$ cat src/rtl/rsps_pkg.sv
package rsps_pkg;
  // Clock and timing
  localparam int CLK_MHZ = 250;
  localparam int CLK_KHZ = 250000;
  localparam int START_DELAY_MS = 8;
  localparam int START_DELAY_CYC = START_DELAY_MS * CLK_KHZ;
  localparam int DLY_W = 21;
  localparam int VID_STEP_UV = 6250;
  localparam int SLEW_FAST_MV_US = 20;
  localparam int SLEW_SLOW_MV_US = 10;
  // Longest step time that still meets the rate, so rounded down
  localparam logic [7:0] STEP_FAST_CYC = 8'(VID_STEP_UV * CLK_MHZ / (SLEW_FAST_MV_US * 1000));
  localparam logic [7:0] STEP_SLOW_CYC = 8'(VID_STEP_UV * CLK_MHZ / (SLEW_SLOW_MV_US * 1000));

  // Boot voltage codes selected by the serial clock and data levels
  localparam logic [7:0] BOOT_CODE_0 = 8'h10;
  localparam logic [7:0] BOOT_CODE_1 = 8'h20;
  localparam logic [7:0] BOOT_CODE_2 = 8'h30;
  localparam logic [7:0] BOOT_CODE_3 = 8'h40;

  // Phase pointer values and phase counts
  localparam logic [1:0] PH1 = 2'h0;
  localparam logic [1:0] PH2 = 2'h1;
  localparam logic [1:0] PH3 = 2'h2;
  localparam logic [1:0] CNT1 = 2'h1;
  localparam logic [1:0] CNT2 = 2'h2;
  localparam logic [1:0] CNT3 = 2'h3;
  localparam int NPH = 5;

  // Synchroniser lanes
  localparam int IX_EN = 0;
  localparam int IX_SVC = 1;
  localparam int IX_SVD = 2;
  localparam int IX_POK = 3;
  localparam int IX_CRAMP = 4;
  localparam int IX_ARAMP = 5;
  localparam int IX_WIN = 6;
  localparam int IX_ZC = 11;
  localparam int IX_STRAP = 16;
  localparam int IX_CFG = 21;
  localparam int SYN_W = 27;

  // Latched strap bits
  localparam int ST_C1 = 0;
  localparam int ST_C2 = 1;
  localparam int ST_C3 = 2;
  localparam int ST_A1 = 3;
  localparam int ST_A2 = 4;

  // Serial frames
  localparam logic [3:0] RX_LAST = 4'h8;
  localparam logic [3:0] TEL_LAST = 4'hf;

  // Register port
  localparam logic [3:0] REG_CTRL = 4'h0;
  localparam logic [3:0] REG_STATUS = 4'h4;
  localparam logic [3:0] REG_CODES = 4'h8;
  localparam int CTRL_DE = 0;
  localparam int CTRL_TEL = 1;

  typedef enum logic [1:0] {
    ST_OFF = 2'b00,
    ST_DELAY = 2'b01,
    ST_RAMP = 2'b11,
    ST_RUN = 2'b10
  } rsps_state_t;
endpackage : rsps_pkg

$ cat src/rtl/rsps_sequencer.sv
// Operation
// - Three-phase: master pulses rotate phases 1-2-3
// - Two-phase: master pulses alternate phases 1-2
// - Single-phase: every master pulse clocks phase 1
// - Ramp reaching compensation emits pulse, restarts ramp
// - Phase pulse on clock, off at window
// - Diode emulation: zero crossing kills low-side drive
// - Phase with sense strap high is unused
// - Phase-one strap high disables whole output
// - Start only after enable seen high
// - Enable latches boot code as targets
// - Wait 8 ms, reading straps meanwhile
// - Straps decode driver, frequency, slew, offset
// - Step code from zero up to target
// - Step rate follows strap-selected slew rate
// - Power good when ramp reaches target
// - Commands accepted only after host power ok
// - Transition flag only for rising changes
// - Telemetry shifted out after transition completes
// - Earlier comparator trip gives earlier pulses
//
// Design decisions made here: the strobed register port and the register addresses.
`timescale 1ns/1ps
`default_nettype none
module rsps_sequencer
  import rsps_pkg::*;
#(
  parameter int STARTUP_DELAY_CYC = START_DELAY_CYC
) (
  input wire logic clk_i,
  input wire logic reset_i,
  input wire logic enable_i,
  input wire logic serial_vid_clock_i,
  input wire logic serial_vid_data_i,
  input wire logic host_power_ok_i,
  input wire logic core_ramp_at_comp_i,
  input wire logic aux_ramp_at_comp_i,
  input wire logic [NPH-1:0] window_level_reached_i,
  input wire logic [NPH-1:0] zero_cross_i,
  input wire logic [2:0] per_phase_sense_strap_i,
  input wire logic aux_output_phase1_sense_strap_i,
  input wire logic aux_output_phase2_sense_strap_i,
  input wire logic [2:0] core_compensation_strap_i,
  input wire logic [1:0] aux_compensation_level_strap_i,
  input wire logic slew_rate_strap_i,
  input wire logic [3:0] reg_addr_i,
  input wire logic [31:0] reg_wdata_i,
  input wire logic reg_we_i,
  input wire logic reg_re_i,
  output logic [31:0] reg_rdata_o,
  output logic master_clock_o,
  output logic aux_master_clock_o,
  output logic [NPH-1:0] phase_pulse_o,
  output logic [NPH-1:0] low_side_gate_drive_o,
  output logic core_power_good_o,
  output logic aux_power_good_o,
  output logic transition_complete_flag_o,
  output logic telemetry_data_o,
  output logic [7:0] core_vid_code_o,
  output logic [7:0] aux_vid_code_o,
  output logic driver_assign_o,
  output logic [1:0] switching_freq_sel_o,
  output logic [1:0] offset_sel_o
);

  function automatic logic [7:0] boot_code(input logic clk_lvl, input logic dat_lvl);
    case ({clk_lvl, dat_lvl})
      2'b00: boot_code = BOOT_CODE_0;
      2'b01: boot_code = BOOT_CODE_1;
      2'b10: boot_code = BOOT_CODE_2;
      default: boot_code = BOOT_CODE_3;
    endcase
  endfunction : boot_code

  function automatic logic [1:0] next_ptr(input logic [1:0] ptr, input logic [1:0] cnt);
    next_ptr = (2'(ptr + 2'h1) >= cnt) ? PH1 : 2'(ptr + 2'h1);
  endfunction : next_ptr

  function automatic logic [7:0] step_toward(input logic [7:0] code, input logic [7:0] tgt);
    if (code < tgt) begin
      step_toward = 8'(code + 8'h01);
    end else if (code > tgt) begin
      step_toward = 8'(code - 8'h01);
    end else begin
      step_toward = code;
    end
  endfunction : step_toward

  // Three-stage synchroniser; a level counts once stages two and three agree
  logic [SYN_W-1:0] s1, s2, s3, sv;
  wire [SYN_W-1:0] raw = {slew_rate_strap_i, aux_compensation_level_strap_i,
                          core_compensation_strap_i, aux_output_phase2_sense_strap_i,
                          aux_output_phase1_sense_strap_i, per_phase_sense_strap_i,
                          zero_cross_i, window_level_reached_i, aux_ramp_at_comp_i,
                          core_ramp_at_comp_i, host_power_ok_i, serial_vid_data_i,
                          serial_vid_clock_i, enable_i};
  wire [SYN_W-1:0] agree = ~(s2 ^ s3);
  wire [SYN_W-1:0] next_sv = (agree & s3) | (~agree & sv);
  wire [SYN_W-1:0] rise = agree & s3 & ~sv;
  wire [SYN_W-1:0] fall = agree & ~s3 & sv;

  always_ff @(posedge clk_i) begin
    if (reset_i) begin
      s1 <= '0;
      s2 <= '0;
      s3 <= '0;
      sv <= '0;
    end else begin
      s1 <= raw;
      s2 <= s1;
      s3 <= s2;
      sv <= next_sv;
    end
  end

  wire en = sv[IX_EN];
  wire svc_rise = rise[IX_SVC];
  wire svc_fall = fall[IX_SVC];
  wire serial_vid_data = sv[IX_SVD];
  wire [NPH-1:0] win_rise = rise[IX_WIN +: NPH];
  wire [NPH-1:0] zc_rise = rise[IX_ZC +: NPH];

  rsps_state_t state, next_state;
  logic [DLY_W-1:0] dly_cnt;
  logic [4:0] strap_q;
  logic [5:0] cfg_q;
  logic [7:0] core_code, aux_code, core_tgt, aux_tgt;
  logic core_pg, aux_pg;
  logic [7:0] step_cnt;
  logic [1:0] ctrl;

  wire dly_done = dly_cnt == DLY_W'(STARTUP_DELAY_CYC - 1);
  wire running = (state == ST_RAMP) || (state == ST_RUN);
  wire core_at = core_code == core_tgt;
  wire aux_at = aux_code == aux_tgt;

  always_comb begin
    next_state = state;
    case (state)
      ST_OFF: begin
        if (en) begin
          next_state = ST_DELAY;
        end
      end
      ST_DELAY: begin
        if (dly_done) begin
          next_state = ST_RAMP;
        end
      end
      ST_RAMP: begin
        if (core_at && aux_at) begin
          next_state = ST_RUN;
        end
      end
      default: next_state = ST_RUN;
    endcase
    if (!en) begin
      next_state = ST_OFF;
    end
  end

  wire [DLY_W-1:0] next_dly = (state == ST_DELAY) ? DLY_W'(dly_cnt + 1'b1) : '0;

  always_ff @(posedge clk_i) begin
    if (reset_i) begin
      state <= ST_OFF;
      dly_cnt <= '0;
    end else begin
      state <= next_state;
      dly_cnt <= next_dly;
    end
  end

  // Straps are read continuously through the delay and frozen afterwards
  always_ff @(posedge clk_i) begin
    if (reset_i) begin
      strap_q <= '0;
      cfg_q <= '0;
    end else if (state == ST_DELAY) begin
      strap_q <= sv[IX_STRAP +: 5];
      cfg_q <= sv[IX_CFG +: 6];
    end
  end

  assign driver_assign_o = cfg_q[2];
  assign switching_freq_sel_o = cfg_q[1:0];
  assign offset_sel_o = cfg_q[4:3];
  wire slew_fast = cfg_q[5];

  // Phase usage from the sense straps
  wire core_off = strap_q[ST_C1];
  wire aux_off = strap_q[ST_A1];
  wire [1:0] core_cnt = strap_q[ST_C2] ? CNT1 : (strap_q[ST_C3] ? CNT2 : CNT3);
  wire [1:0] aux_cnt = strap_q[ST_A2] ? CNT1 : CNT2;
  wire [NPH-1:0] used = {~aux_off & (aux_cnt == CNT2), ~aux_off,
                         ~core_off & (core_cnt == CNT3), ~core_off & (core_cnt != CNT1),
                         ~core_off};

  // Master clock: a one-shot at each trip of the ramp comparator, which also restarts the ramp.
  // A rising compensation level trips the comparator sooner, so pulses come earlier.
  logic mclk, amclk;
  logic [1:0] cptr, aptr;
  wire next_mclk = running & ~core_off & rise[IX_CRAMP];
  wire next_amclk = running & ~aux_off & rise[IX_ARAMP];
  wire [1:0] next_cptr = (state == ST_OFF) ? PH1 : (mclk ? next_ptr(cptr, core_cnt) : cptr);
  wire [1:0] next_aptr = (state == ST_OFF) ? PH1 : (amclk ? next_ptr(aptr, aux_cnt) : aptr);

  always_ff @(posedge clk_i) begin
    if (reset_i) begin
      mclk <= 1'b0;
      amclk <= 1'b0;
      cptr <= PH1;
      aptr <= PH1;
    end else begin
      mclk <= next_mclk;
      amclk <= next_amclk;
      cptr <= next_cptr;
      aptr <= next_aptr;
    end
  end

  assign master_clock_o = mclk;
  assign aux_master_clock_o = amclk;

  // Phase clocks; the pointer never reaches an unused phase
  wire [NPH-1:0] pclk = {amclk & (aptr == PH2), amclk & (aptr == PH1),
                         mclk & (cptr == PH3), mclk & (cptr == PH2),
                         mclk & (cptr == PH1)};

  // Pulse and low-side drive; a clock outranks a window trip in the same cycle
  logic [NPH-1:0] pulse, low_side_gate_drive, block;
  wire de = ctrl[CTRL_DE];
  wire [NPH-1:0] run_v = {NPH{running}};
  wire [NPH-1:0] next_pulse = run_v & (pclk | (pulse & ~win_rise));
  wire [NPH-1:0] next_block = run_v & {NPH{de}} & ~pclk & (block | zc_rise);
  wire [NPH-1:0] next_low_side_gate_drive = run_v & used & ~next_pulse & ~next_block;

  always_ff @(posedge clk_i) begin
    if (reset_i) begin
      pulse <= '0;
      block <= '0;
      low_side_gate_drive <= '0;
    end else begin
      pulse <= next_pulse;
      block <= next_block;
      low_side_gate_drive <= next_low_side_gate_drive;
    end
  end

  assign phase_pulse_o = pulse;
  assign low_side_gate_drive_o = low_side_gate_drive;

  // Serial command receiver: one select bit then eight code bits, MSB first
  logic [3:0] rx_cnt;
  logic [7:0] rx_sh;
  logic up_c, up_a, vt_flag;
  wire run_ok = (state == ST_RUN) && sv[IX_POK];
  wire cmd_done = run_ok && svc_rise && (rx_cnt == RX_LAST);
  wire [7:0] new_code = {rx_sh[6:0], serial_vid_data};
  wire cmd_c = cmd_done && !rx_sh[7];
  wire cmd_a = cmd_done && rx_sh[7];
  wire [3:0] next_rx_cnt = !run_ok ? 4'h0 : (!svc_rise ? rx_cnt :
                           (cmd_done ? 4'h0 : 4'(rx_cnt + 4'h1)));
  wire [7:0] next_rx_sh = (run_ok && svc_rise) ? {rx_sh[6:0], serial_vid_data} : rx_sh;
  wire next_up_c = (state == ST_OFF) ? 1'b0 : (cmd_c ? (new_code > core_code) : (up_c & ~core_at));
  wire next_up_a = (state == ST_OFF) ? 1'b0 : (cmd_a ? (new_code > aux_code) : (up_a & ~aux_at));
  wire next_vt = (up_c & core_at & ~cmd_c) | (up_a & aux_at & ~cmd_a);

  always_ff @(posedge clk_i) begin
    if (reset_i) begin
      rx_cnt <= 4'h0;
      rx_sh <= 8'h00;
      up_c <= 1'b0;
      up_a <= 1'b0;
      vt_flag <= 1'b0;
    end else begin
      rx_cnt <= next_rx_cnt;
      rx_sh <= next_rx_sh;
      up_c <= next_up_c;
      up_a <= next_up_a;
      vt_flag <= next_vt;
    end
  end

  assign transition_complete_flag_o = vt_flag;

  // Digital soft-start and slew: one code step per step interval
  wire [7:0] step_len = slew_fast ? STEP_FAST_CYC : STEP_SLOW_CYC;
  wire step_tick = running && (step_cnt == 8'(step_len - 8'h01));
  wire [7:0] next_step_cnt = (!running || step_tick) ? 8'h00 : 8'(step_cnt + 8'h01);
  wire latch_boot = (state == ST_OFF) && en;
  wire [7:0] boot_sel = boot_code(sv[IX_SVC], serial_vid_data);

  always_ff @(posedge clk_i) begin
    if (reset_i) begin
      step_cnt <= 8'h00;
      core_code <= 8'h00;
      aux_code <= 8'h00;
      core_tgt <= 8'h00;
      aux_tgt <= 8'h00;
      core_pg <= 1'b0;
      aux_pg <= 1'b0;
    end else begin
      step_cnt <= next_step_cnt;
      if (state == ST_OFF) begin
        core_code <= 8'h00;
        aux_code <= 8'h00;
        core_pg <= 1'b0;
        aux_pg <= 1'b0;
      end else if (step_tick) begin
        core_code <= step_toward(core_code, core_tgt);
        aux_code <= step_toward(aux_code, aux_tgt);
      end
      if (state == ST_RAMP && core_at) begin
        core_pg <= 1'b1;
      end
      if (state == ST_RAMP && aux_at) begin
        aux_pg <= 1'b1;
      end
      if (latch_boot) begin
        core_tgt <= boot_sel;
        aux_tgt <= boot_sel;
      end else begin
        if (cmd_c) begin
          core_tgt <= new_code;
        end
        if (cmd_a) begin
          aux_tgt <= new_code;
        end
      end
    end
  end

  assign core_power_good_o = core_pg;
  assign aux_power_good_o = aux_pg;
  assign core_vid_code_o = core_code;
  assign aux_vid_code_o = aux_code;

  // Telemetry: codes shifted MSB first on host clock falling edges
  logic [3:0] tel_cnt;
  logic [15:0] tel_sh;
  wire tel_on = run_ok && ctrl[CTRL_TEL] && !up_c && !up_a && core_at && aux_at;
  wire [15:0] tel_word = {core_code, aux_code};
  wire [15:0] next_tel_sh = !tel_on ? tel_word : (!svc_fall ? tel_sh :
                            ((tel_cnt == TEL_LAST) ? tel_word : {tel_sh[14:0], 1'b0}));
  wire [3:0] next_tel_cnt = !tel_on ? 4'h0 : (svc_fall ? 4'(tel_cnt + 4'h1) : tel_cnt);

  always_ff @(posedge clk_i) begin
    if (reset_i) begin
      tel_cnt <= 4'h0;
      tel_sh <= 16'h0000;
    end else begin
      tel_cnt <= next_tel_cnt;
      tel_sh <= next_tel_sh;
    end
  end

  assign telemetry_data_o = tel_sh[15];

  // Register port; unmapped addresses read zero
  wire sel_ctrl = reg_addr_i == REG_CTRL;
  wire sel_status = reg_addr_i == REG_STATUS;
  wire sel_codes = reg_addr_i == REG_CODES;
  wire [31:0] rd_mux = sel_ctrl ? {30'h0, ctrl} :
                       sel_status ? {26'h0, aux_off, core_off, aux_pg, core_pg, state} :
                       sel_codes ? {aux_tgt, core_tgt, aux_code, core_code} : 32'h0;

  always_ff @(posedge clk_i) begin
    if (reset_i) begin
      ctrl <= 2'h0;
      reg_rdata_o <= 32'h0;
    end else begin
      if (reg_we_i && sel_ctrl) begin
        ctrl <= reg_wdata_i[1:0];
      end
      reg_rdata_o <= reg_re_i ? rd_mux : 32'h0;
    end
  end
endmodule : rsps_sequencer
`default_nettype wire

$ cat config.mk
export PLATFORM = sky130hd
export DESIGN_NAME = rsps_sequencer
export DESIGN_NICKNAME = d
export VERILOG_FILES = /design/src/rtl/rsps_pkg.sv /design/src/rtl/rsps_sequencer.sv
export SDC_FILE = /design/constraint.sdc
export NUM_CORES = 1
export LEC_CHECK = 0
export ABC_AREA = 0
export BUFFER_PORTS_ARGS = -buffer_cell sky130_fd_sc_hd__buf_2
export CORE_MARGIN = 4
export CORE_UTILIZATION = 25
export CTS_BUF_LIST = sky130_fd_sc_hd__clkbuf_4 sky130_fd_sc_hd__clkbuf_8 sky130_fd_sc_hd__clkbuf_16
export DETAILED_ROUTE_END_ITERATION = 8
export GPL_ROUTABILITY_DRIVEN = 0
export SLEW_MARGIN = 20
export SYNTH_ARGS = -nofsm -noshare
export SYNTH_HDL_FRONTEND = slang
export SYNTH_SLANG_ARGS = --single-unit
export TNS_END_PERCENT = 5
$ cat constraint.sdc
create_clock -name clk_i -period 3.73 [get_ports clk_i]
set_input_delay 0.746 -clock clk_i [delete_from_list [all_inputs] [get_ports clk_i]]
set_output_delay 0.746 -clock clk_i [all_outputs]
set_load 0.05 [all_outputs]
# Yosys cells after proc, flatten, opt, wreduce, memory -nomap -nowiden
# Cells that the tools add are included.
[totals]
wordCells = 205
in_bits = 67
reg_bits = 274
output_inout_bits = 69
[op_classes]
n_bitwise = 56
n_addsub = 11
magnitude_cmp = 8
reduce_logical = 45
n_mux = 30
n_eq_ne = 22
[op_table]
columns = ["operator", "n"]
rows = [
  ["8-bit two-way mux", 9],
  ["27-bit AND", 2],
  ["27-bit inverter", 2],
  ["16-bit two-way mux", 3],
  ["5-bit AND", 8],
  ["8-bit greater-than comparator", 4],
  ["27-bit bitwise OR", 1],
  ["27-bit bitwise XOR", 1],
  ["8-bit by 1-bit adder with 8-bit output (second input constant)", 3],
  ["8-bit == test", 3],
  ["8-bit by 1-bit subtractor with 8-bit output (second input constant)", 3],
  ["21-bit by 1-bit adder with 21-bit output (second input constant)", 1],
  ["21-bit == test (second input constant)", 1],
  ["7-bit one-hot mux with 3 select lines", 1],
  ["5-bit inverter", 4],
  ["1-bit AND", 18],
  ["16-bit AND", 1],
  ["1-bit logical AND", 16],
  ["8-bit less-than comparator", 2],
  ["16-bit inverter", 1],
  ["2-bit two-way mux", 7],
  ["2-bit OR reduction", 7],
  ["2-bit == test (second input constant)", 6],
  ["4-bit == test (second input constant)", 3],
  ["24 further kinds", 65],
]

# Depth between registers and ports, before layout
[depth]
ltp_word = 11
depth_mapped = 13
mapped_depth_nobuf = 13

# Worst setup path after synthesis
# No wires, ideal clock.
[synth_timing]
kind = "reg-to-reg"
from = "register aux_code[1] (netlist: aux_vid_code_o[1])"
to = "register aux_code[7] (netlist: aux_vid_code_o[7])"
arrival_time_ns = 3.033
setup_slack_ns = 0.579
t_required_ns = 3.612
n_path_buf = 0
setup_ns = 0.118
path_stages_with_launch = 13
synth_period_minus_slack_ns = 3.151
path_cell_list = "dfxtp_1 > ha_1 > nor2b_1 > o211ai_1 > a21oi_1 > nand2b_1 > ha_1 > a21o_1 > a21oi_1 > o31a_1 > nor2b_1 > a31o_2 > mux2i_1"
[synth_between]
elab_chain_len = 3
word_cells_on_any_way = 8
classes_between = "add/sub (2); order compare (2); mux (2); reduce/logical (2)"
[synth_lines]
columns = ["item", "line", "rtl"]
rows = [
  ["start, declared", "rsps_sequencer.sv:127", "logic [7:0] core_code, aux_code, core_tgt, aux_tgt;"],
  ["start signal, assigned", "rsps_sequencer.sv:312", "aux_code <= step_toward(aux_code, aux_tgt);"],
  ["8-bit by 1-bit subtractor with 8-bit output, or another cell as far along", "rsps_sequencer.sv:83", "step_toward = 8'(code - 8'h01);"],
  ["8-bit two-way mux / 2-bit nonzero test (equally long branches)", "n/a", ""],
  ["8-bit two-way mux / 2-bit AND reduction (equally long branches)", "n/a", ""],
]
# Several ways; a longest one is shown, not always the timed one. The select of a mux whose other input is x is not followed.
# A chain may end at the register's enable or synchronous reset.

# Final worst setup path
[layout_timing]
from = "register core_code[1] (netlist: core_vid_code_o[1])"
to = "register core_code[7] (netlist: core_vid_code_o[7])"
[layout_between]
elab_chain_len = 3
word_cells_on_any_way = 8
classes_between = "add/sub (2); order compare (2); mux (2); reduce/logical (2)"
[layout_lines]
columns = ["item", "line", "rtl"]
rows = [
  ["start, declared", "rsps_sequencer.sv:127", ""],
  ["start signal, assigned", "rsps_sequencer.sv:311", "core_code <= step_toward(core_code, core_tgt);"],
  ["8-bit by 1-bit subtractor with 8-bit output, or another cell as far along", "rsps_sequencer.sv:83", ""],
  ["8-bit two-way mux / 2-bit nonzero test (equally long branches)", "n/a", ""],
  ["8-bit two-way mux / 2-bit AND reduction (equally long branches)", "n/a", ""],
]
# Several ways; a longest one is shown, not always the timed one. The select of a mux whose other input is x is not followed.

==> results.md <==
* DR WL/cell at 14.1 µm
* CTS tree: done
* Distinct cells, synth at 63
* Worst-case headroom to the max-slew limit at 0.468
* Int Pwr at 4.74 mW
* Power share of the combinational group at 0.019
* Post-synth ARST share at 0
* Crit path launch type: register
* Peak Freq at 318 MHz
* Area of the core at 0.0443 mm²
* Average vias per placed instance at 4.36
* Crit path max-delay family: compound AO/OA/AOI/OAI gates
* P_leak at 5.35 nW
* Seq pwr share at 0.493
* Overall power at 6.05 mW
* Biggest area consumer among synthesized cells: dfxtp_1
* Antenna violations before repair at 1
* DRT antenna net count at 0
* Row cnt at 77
* First-pass GRT wire length at 42600 µm
* Drt first-iter violations at 492
* Hold_buf cts at 0
* Largest net degree at the start of global routing at 58
* Remaining DRCs at 0
* Post-CTS Resized at 0
* Sw power at 1.31 mW
* Dpl hpwl at 19000 µm
* Setup Crit Path Kind: register to register
* Sequential share of the synthesized area at 0.488
* Setup TNS at 0 ns
* Root Driver: clkbuf_16
* Post-synth EDFFs at 0
* Switch share at 0.216
* Initial Util at 0.254
* Syn nets at 1299
* CP Max Fanout at 8
* Share of cells above drive strength 1 at 0.154
* RSZ-0062 raised after global routing: false
* Flop-to-flop setup slack at 0.59 ns
* Post-Syn Instances at 1155
* Number of antenna diodes at 0
* Clk_lat worst skew at 0.58 ns
* CP Data Arrival Time at 3.64 ns
* Crit path buffers/inverters at 0
* GRT Total Usage at 0.109
* Final Hold Viols at 0
* I/O pins at 136
* Nets@finish at 1411
* Crit path max-delay cell type: dfxtp_1
* Post-synth top flop: dfxtp_1
* Synth top area share at 0.488
* H-tree Lvls at 1
* DR pass1 iterations at 5
* Clock transition at path regs at 0.06 ns
* CTS buffer count at 30
* Outcome: completed
* Via count at 8200
* Worst min-delay path class: primary input to register
* Cell Pwr Density at 450 mW/mm²
* Yosys warns at 0
* Mapped Area at 0.0112 mm²
* Die H at 220 µm
* CP max stage delay at 0.50 ns
* Count of state elements after synthesis at 274
* Clk buf depth at 3
* Max IR drop VDD at 0.000327 V
* CTS sink cnt at 274
* Clk pwr share at 0.488
* Die area at 0.0484 mm²
* Setup Skew at 0.0194 ns
* Worst Tran Pin Value at 0.799 ns
* Final WL at 26600 µm
* Die Width at 220 µm
* Critical Path RT at 4.23 ns
* Syn avg cell area at 9.73 µm²
* Ranking of synthesized cells by area: dfxtp_1, ha_1, nor2b_1, mux2i_1, nor2_1
* Cell Chain, Critical Path: ha_1 > nor2b_1 > o211ai_1 > a21oi_1 > nand2b_1 > ha_1 > a21o_1 > a21oi_1 > o31a_1 > nor4b_1 > a31o_2 > mux2i_1
* IO Port Bufs at 105
* MaxCap Viol Count at 0
* Final Cycle Share at 0.842
* Hold_ws at 0.377 ns
* CP Capture Type: register
* Layout area overhead at 19.5%
* Setup-failing EPs final at 0
* Final min period at 3.14 ns
* Setup Fix Bufs, Post-CTS at 0
* Vias in the first global route at 8136
* Max-slew violation count at 0
* Total congestion overflow at 0
==> registers in the layout, indices dropped and copies added, names as in the netlist, 5 cells and up, named ones only <==
signal,count
aux_tgt,8
aux_vid_code_o,8
block,5
cfg_q,6
core_tgt,8
core_vid_code_o,8
dly_cnt,21
low_side_gate_drive_o,5
phase_pulse_o,5
reg_rdata_o,32
rx_sh,8
s1,27
s2,27
s3,27
step_cnt,8
strap_q,5
tel_sh,16
==> worst register-to-register path: stages, from the launching register on <==
cell      delay [ns]
dfxtp_1         0.50
ha_1            0.30
nor2b_1         0.13
o211ai_1        0.22
a21oi_1         0.12
nand2b_1        0.32
ha_1            0.37
a21o_1          0.10
a21oi_1         0.09
o31a_1          0.32
nor4b_1         0.27
a31o_2          0.18
mux2i_1         0.17
==> layout by cell type (no fill, tap or decap), types with 6 or more instances in the layout <==
| master | synthesis | routed |
|---|---|---|
| nand2_1 | 69 | 69 |
| a22oi_1 | 9 | 9 |
| ha_1 | 75 | 75 |
| nand4_1 | 12 | 12 |
| xnor2_1 | 17 | 17 |
| nor2b_1 | 102 | 102 |
| o21a_1 | 10 | 10 |
| clkbuf_4 | 0 | 9 |
| o211ai_1 | 6 | 6 |
| buf_4 | 5 | 20 |
| nor4b_1 | 6 | 6 |
| o21ai_0 | 30 | 30 |
| and3_1 | 7 | 7 |
| buf_2 | 3 | 104 |
| nand3_1 | 27 | 27 |
| a211oi_1 | 14 | 14 |
| clkbuf_16 | 0 | 30 |
| and2_1 | 26 | 26 |
| xor2_1 | 24 | 24 |
| dfxtp_1 | 274 | 274 |
| mux2i_1 | 63 | 63 |
| a21oi_1 | 74 | 74 |
| inv_1 | 48 | 48 |
| nand2b_1 | 20 | 20 |
| nor2_1 | 130 | 130 |
| nor3_1 | 6 | 6 |
==> synthesized netlist by cell type (all sizes together) (2+ instances only) <==
library cell  count
dfxtp           274
nor2            133
nor2b           103
a21oi            77
ha               75
nand2            69
mux2i            63
inv              48
o21ai            30
clkbuf           29
nand3            28
and2             26
xor2             24
nand2b           20
xnor2            17
a211oi           15
buf              15
nand4            13
o21a             10
a22oi             9
and3              7
nor3              6
nor4              6
nor4b             6
o211ai            6
nand4b            5
and4              4
nand3b            4
o22ai             4
or2               3
a2111oi           2
a211o             2
a21o              2
a31o              2
a31oi             2
fa                2
nor3b             2
o21bai            2
o31a              2
==> per-layer routing <==
layer	track usage	vias up	wire, µm	part of all wire
met1	0.145	3839	12900	0.48
met3	0.0255	55	1440	0.054
li1	-	4129	-	-
met5	0	-	0	0
met2	0.176	177	11600	0.43
met4	0.0345	0	730	0.027
==> area by class of cell <==
type / count / area (µm²)
Clock buffer: 44 / 887
Clock inverter: 10 / 110
Fill cell: 4616 / 30900
Inverter: 48 / 180
Multi-Input combinational cell: 789 / 5360
Sequential cell: 274 / 5490
Tap cell: 592 / 741
Timing Repair Buffer: 124 / 671
==> power groups by stage <==
stage               sequential (mW)  clock [mW]  combinational, mW
floorplan                      3.04           0             0.0798
global placement               3.05           0              0.115
detailed placement             3.05           0              0.117
CTS                            2.98        3.03              0.118
global route                   2.98        3.14              0.132
finish                         2.98        2.95              0.117
==> through the flow <==
step / std cells / area (µm²) / worst slack, ns / util
2_1_floorplan: 1155 / 11200 / 0.579 / -
3_3_place_gp: 1827 / 12400 / 0.662 / 0.281
3_5_place_dp: 1827 / 12400 / 0.578 / 0.281
4_1_cts: 1881 / 13400 / 0.548 / 0.303
5_1_grt: 1881 / 13400 / 0.321 / 0.303
6_report: 1881 / 13400 / 0.588 / 0.303
==> cell families (layout without fill, tap and decap cells) <==
group	Yosys count	in the layout	share of synthesized area
simple gates	440	440	0.209
flops	274	274	0.488
compound gates	168	168	0.0922
buf+inv	92	226	0.0356
fa+ha+maj	77	77	0.0871
mux	63	63	0.0561
xor+xnor	41	41	0.0320
==> path summary, 6_finish.rpt <==
path | startpoint | endpoint | cells after the start
worst max-delay path | core_vid_code_o[1] | core_vid_code_o[7] | 12
worst min-delay path | core_compensation_strap_i[1] | s1[22] | 2
worst max register to register | core_vid_code_o[1] | core_vid_code_o[7] | 12
worst min register to register | register | master_clock_o | 1
(Power assumes the default switching activity.)
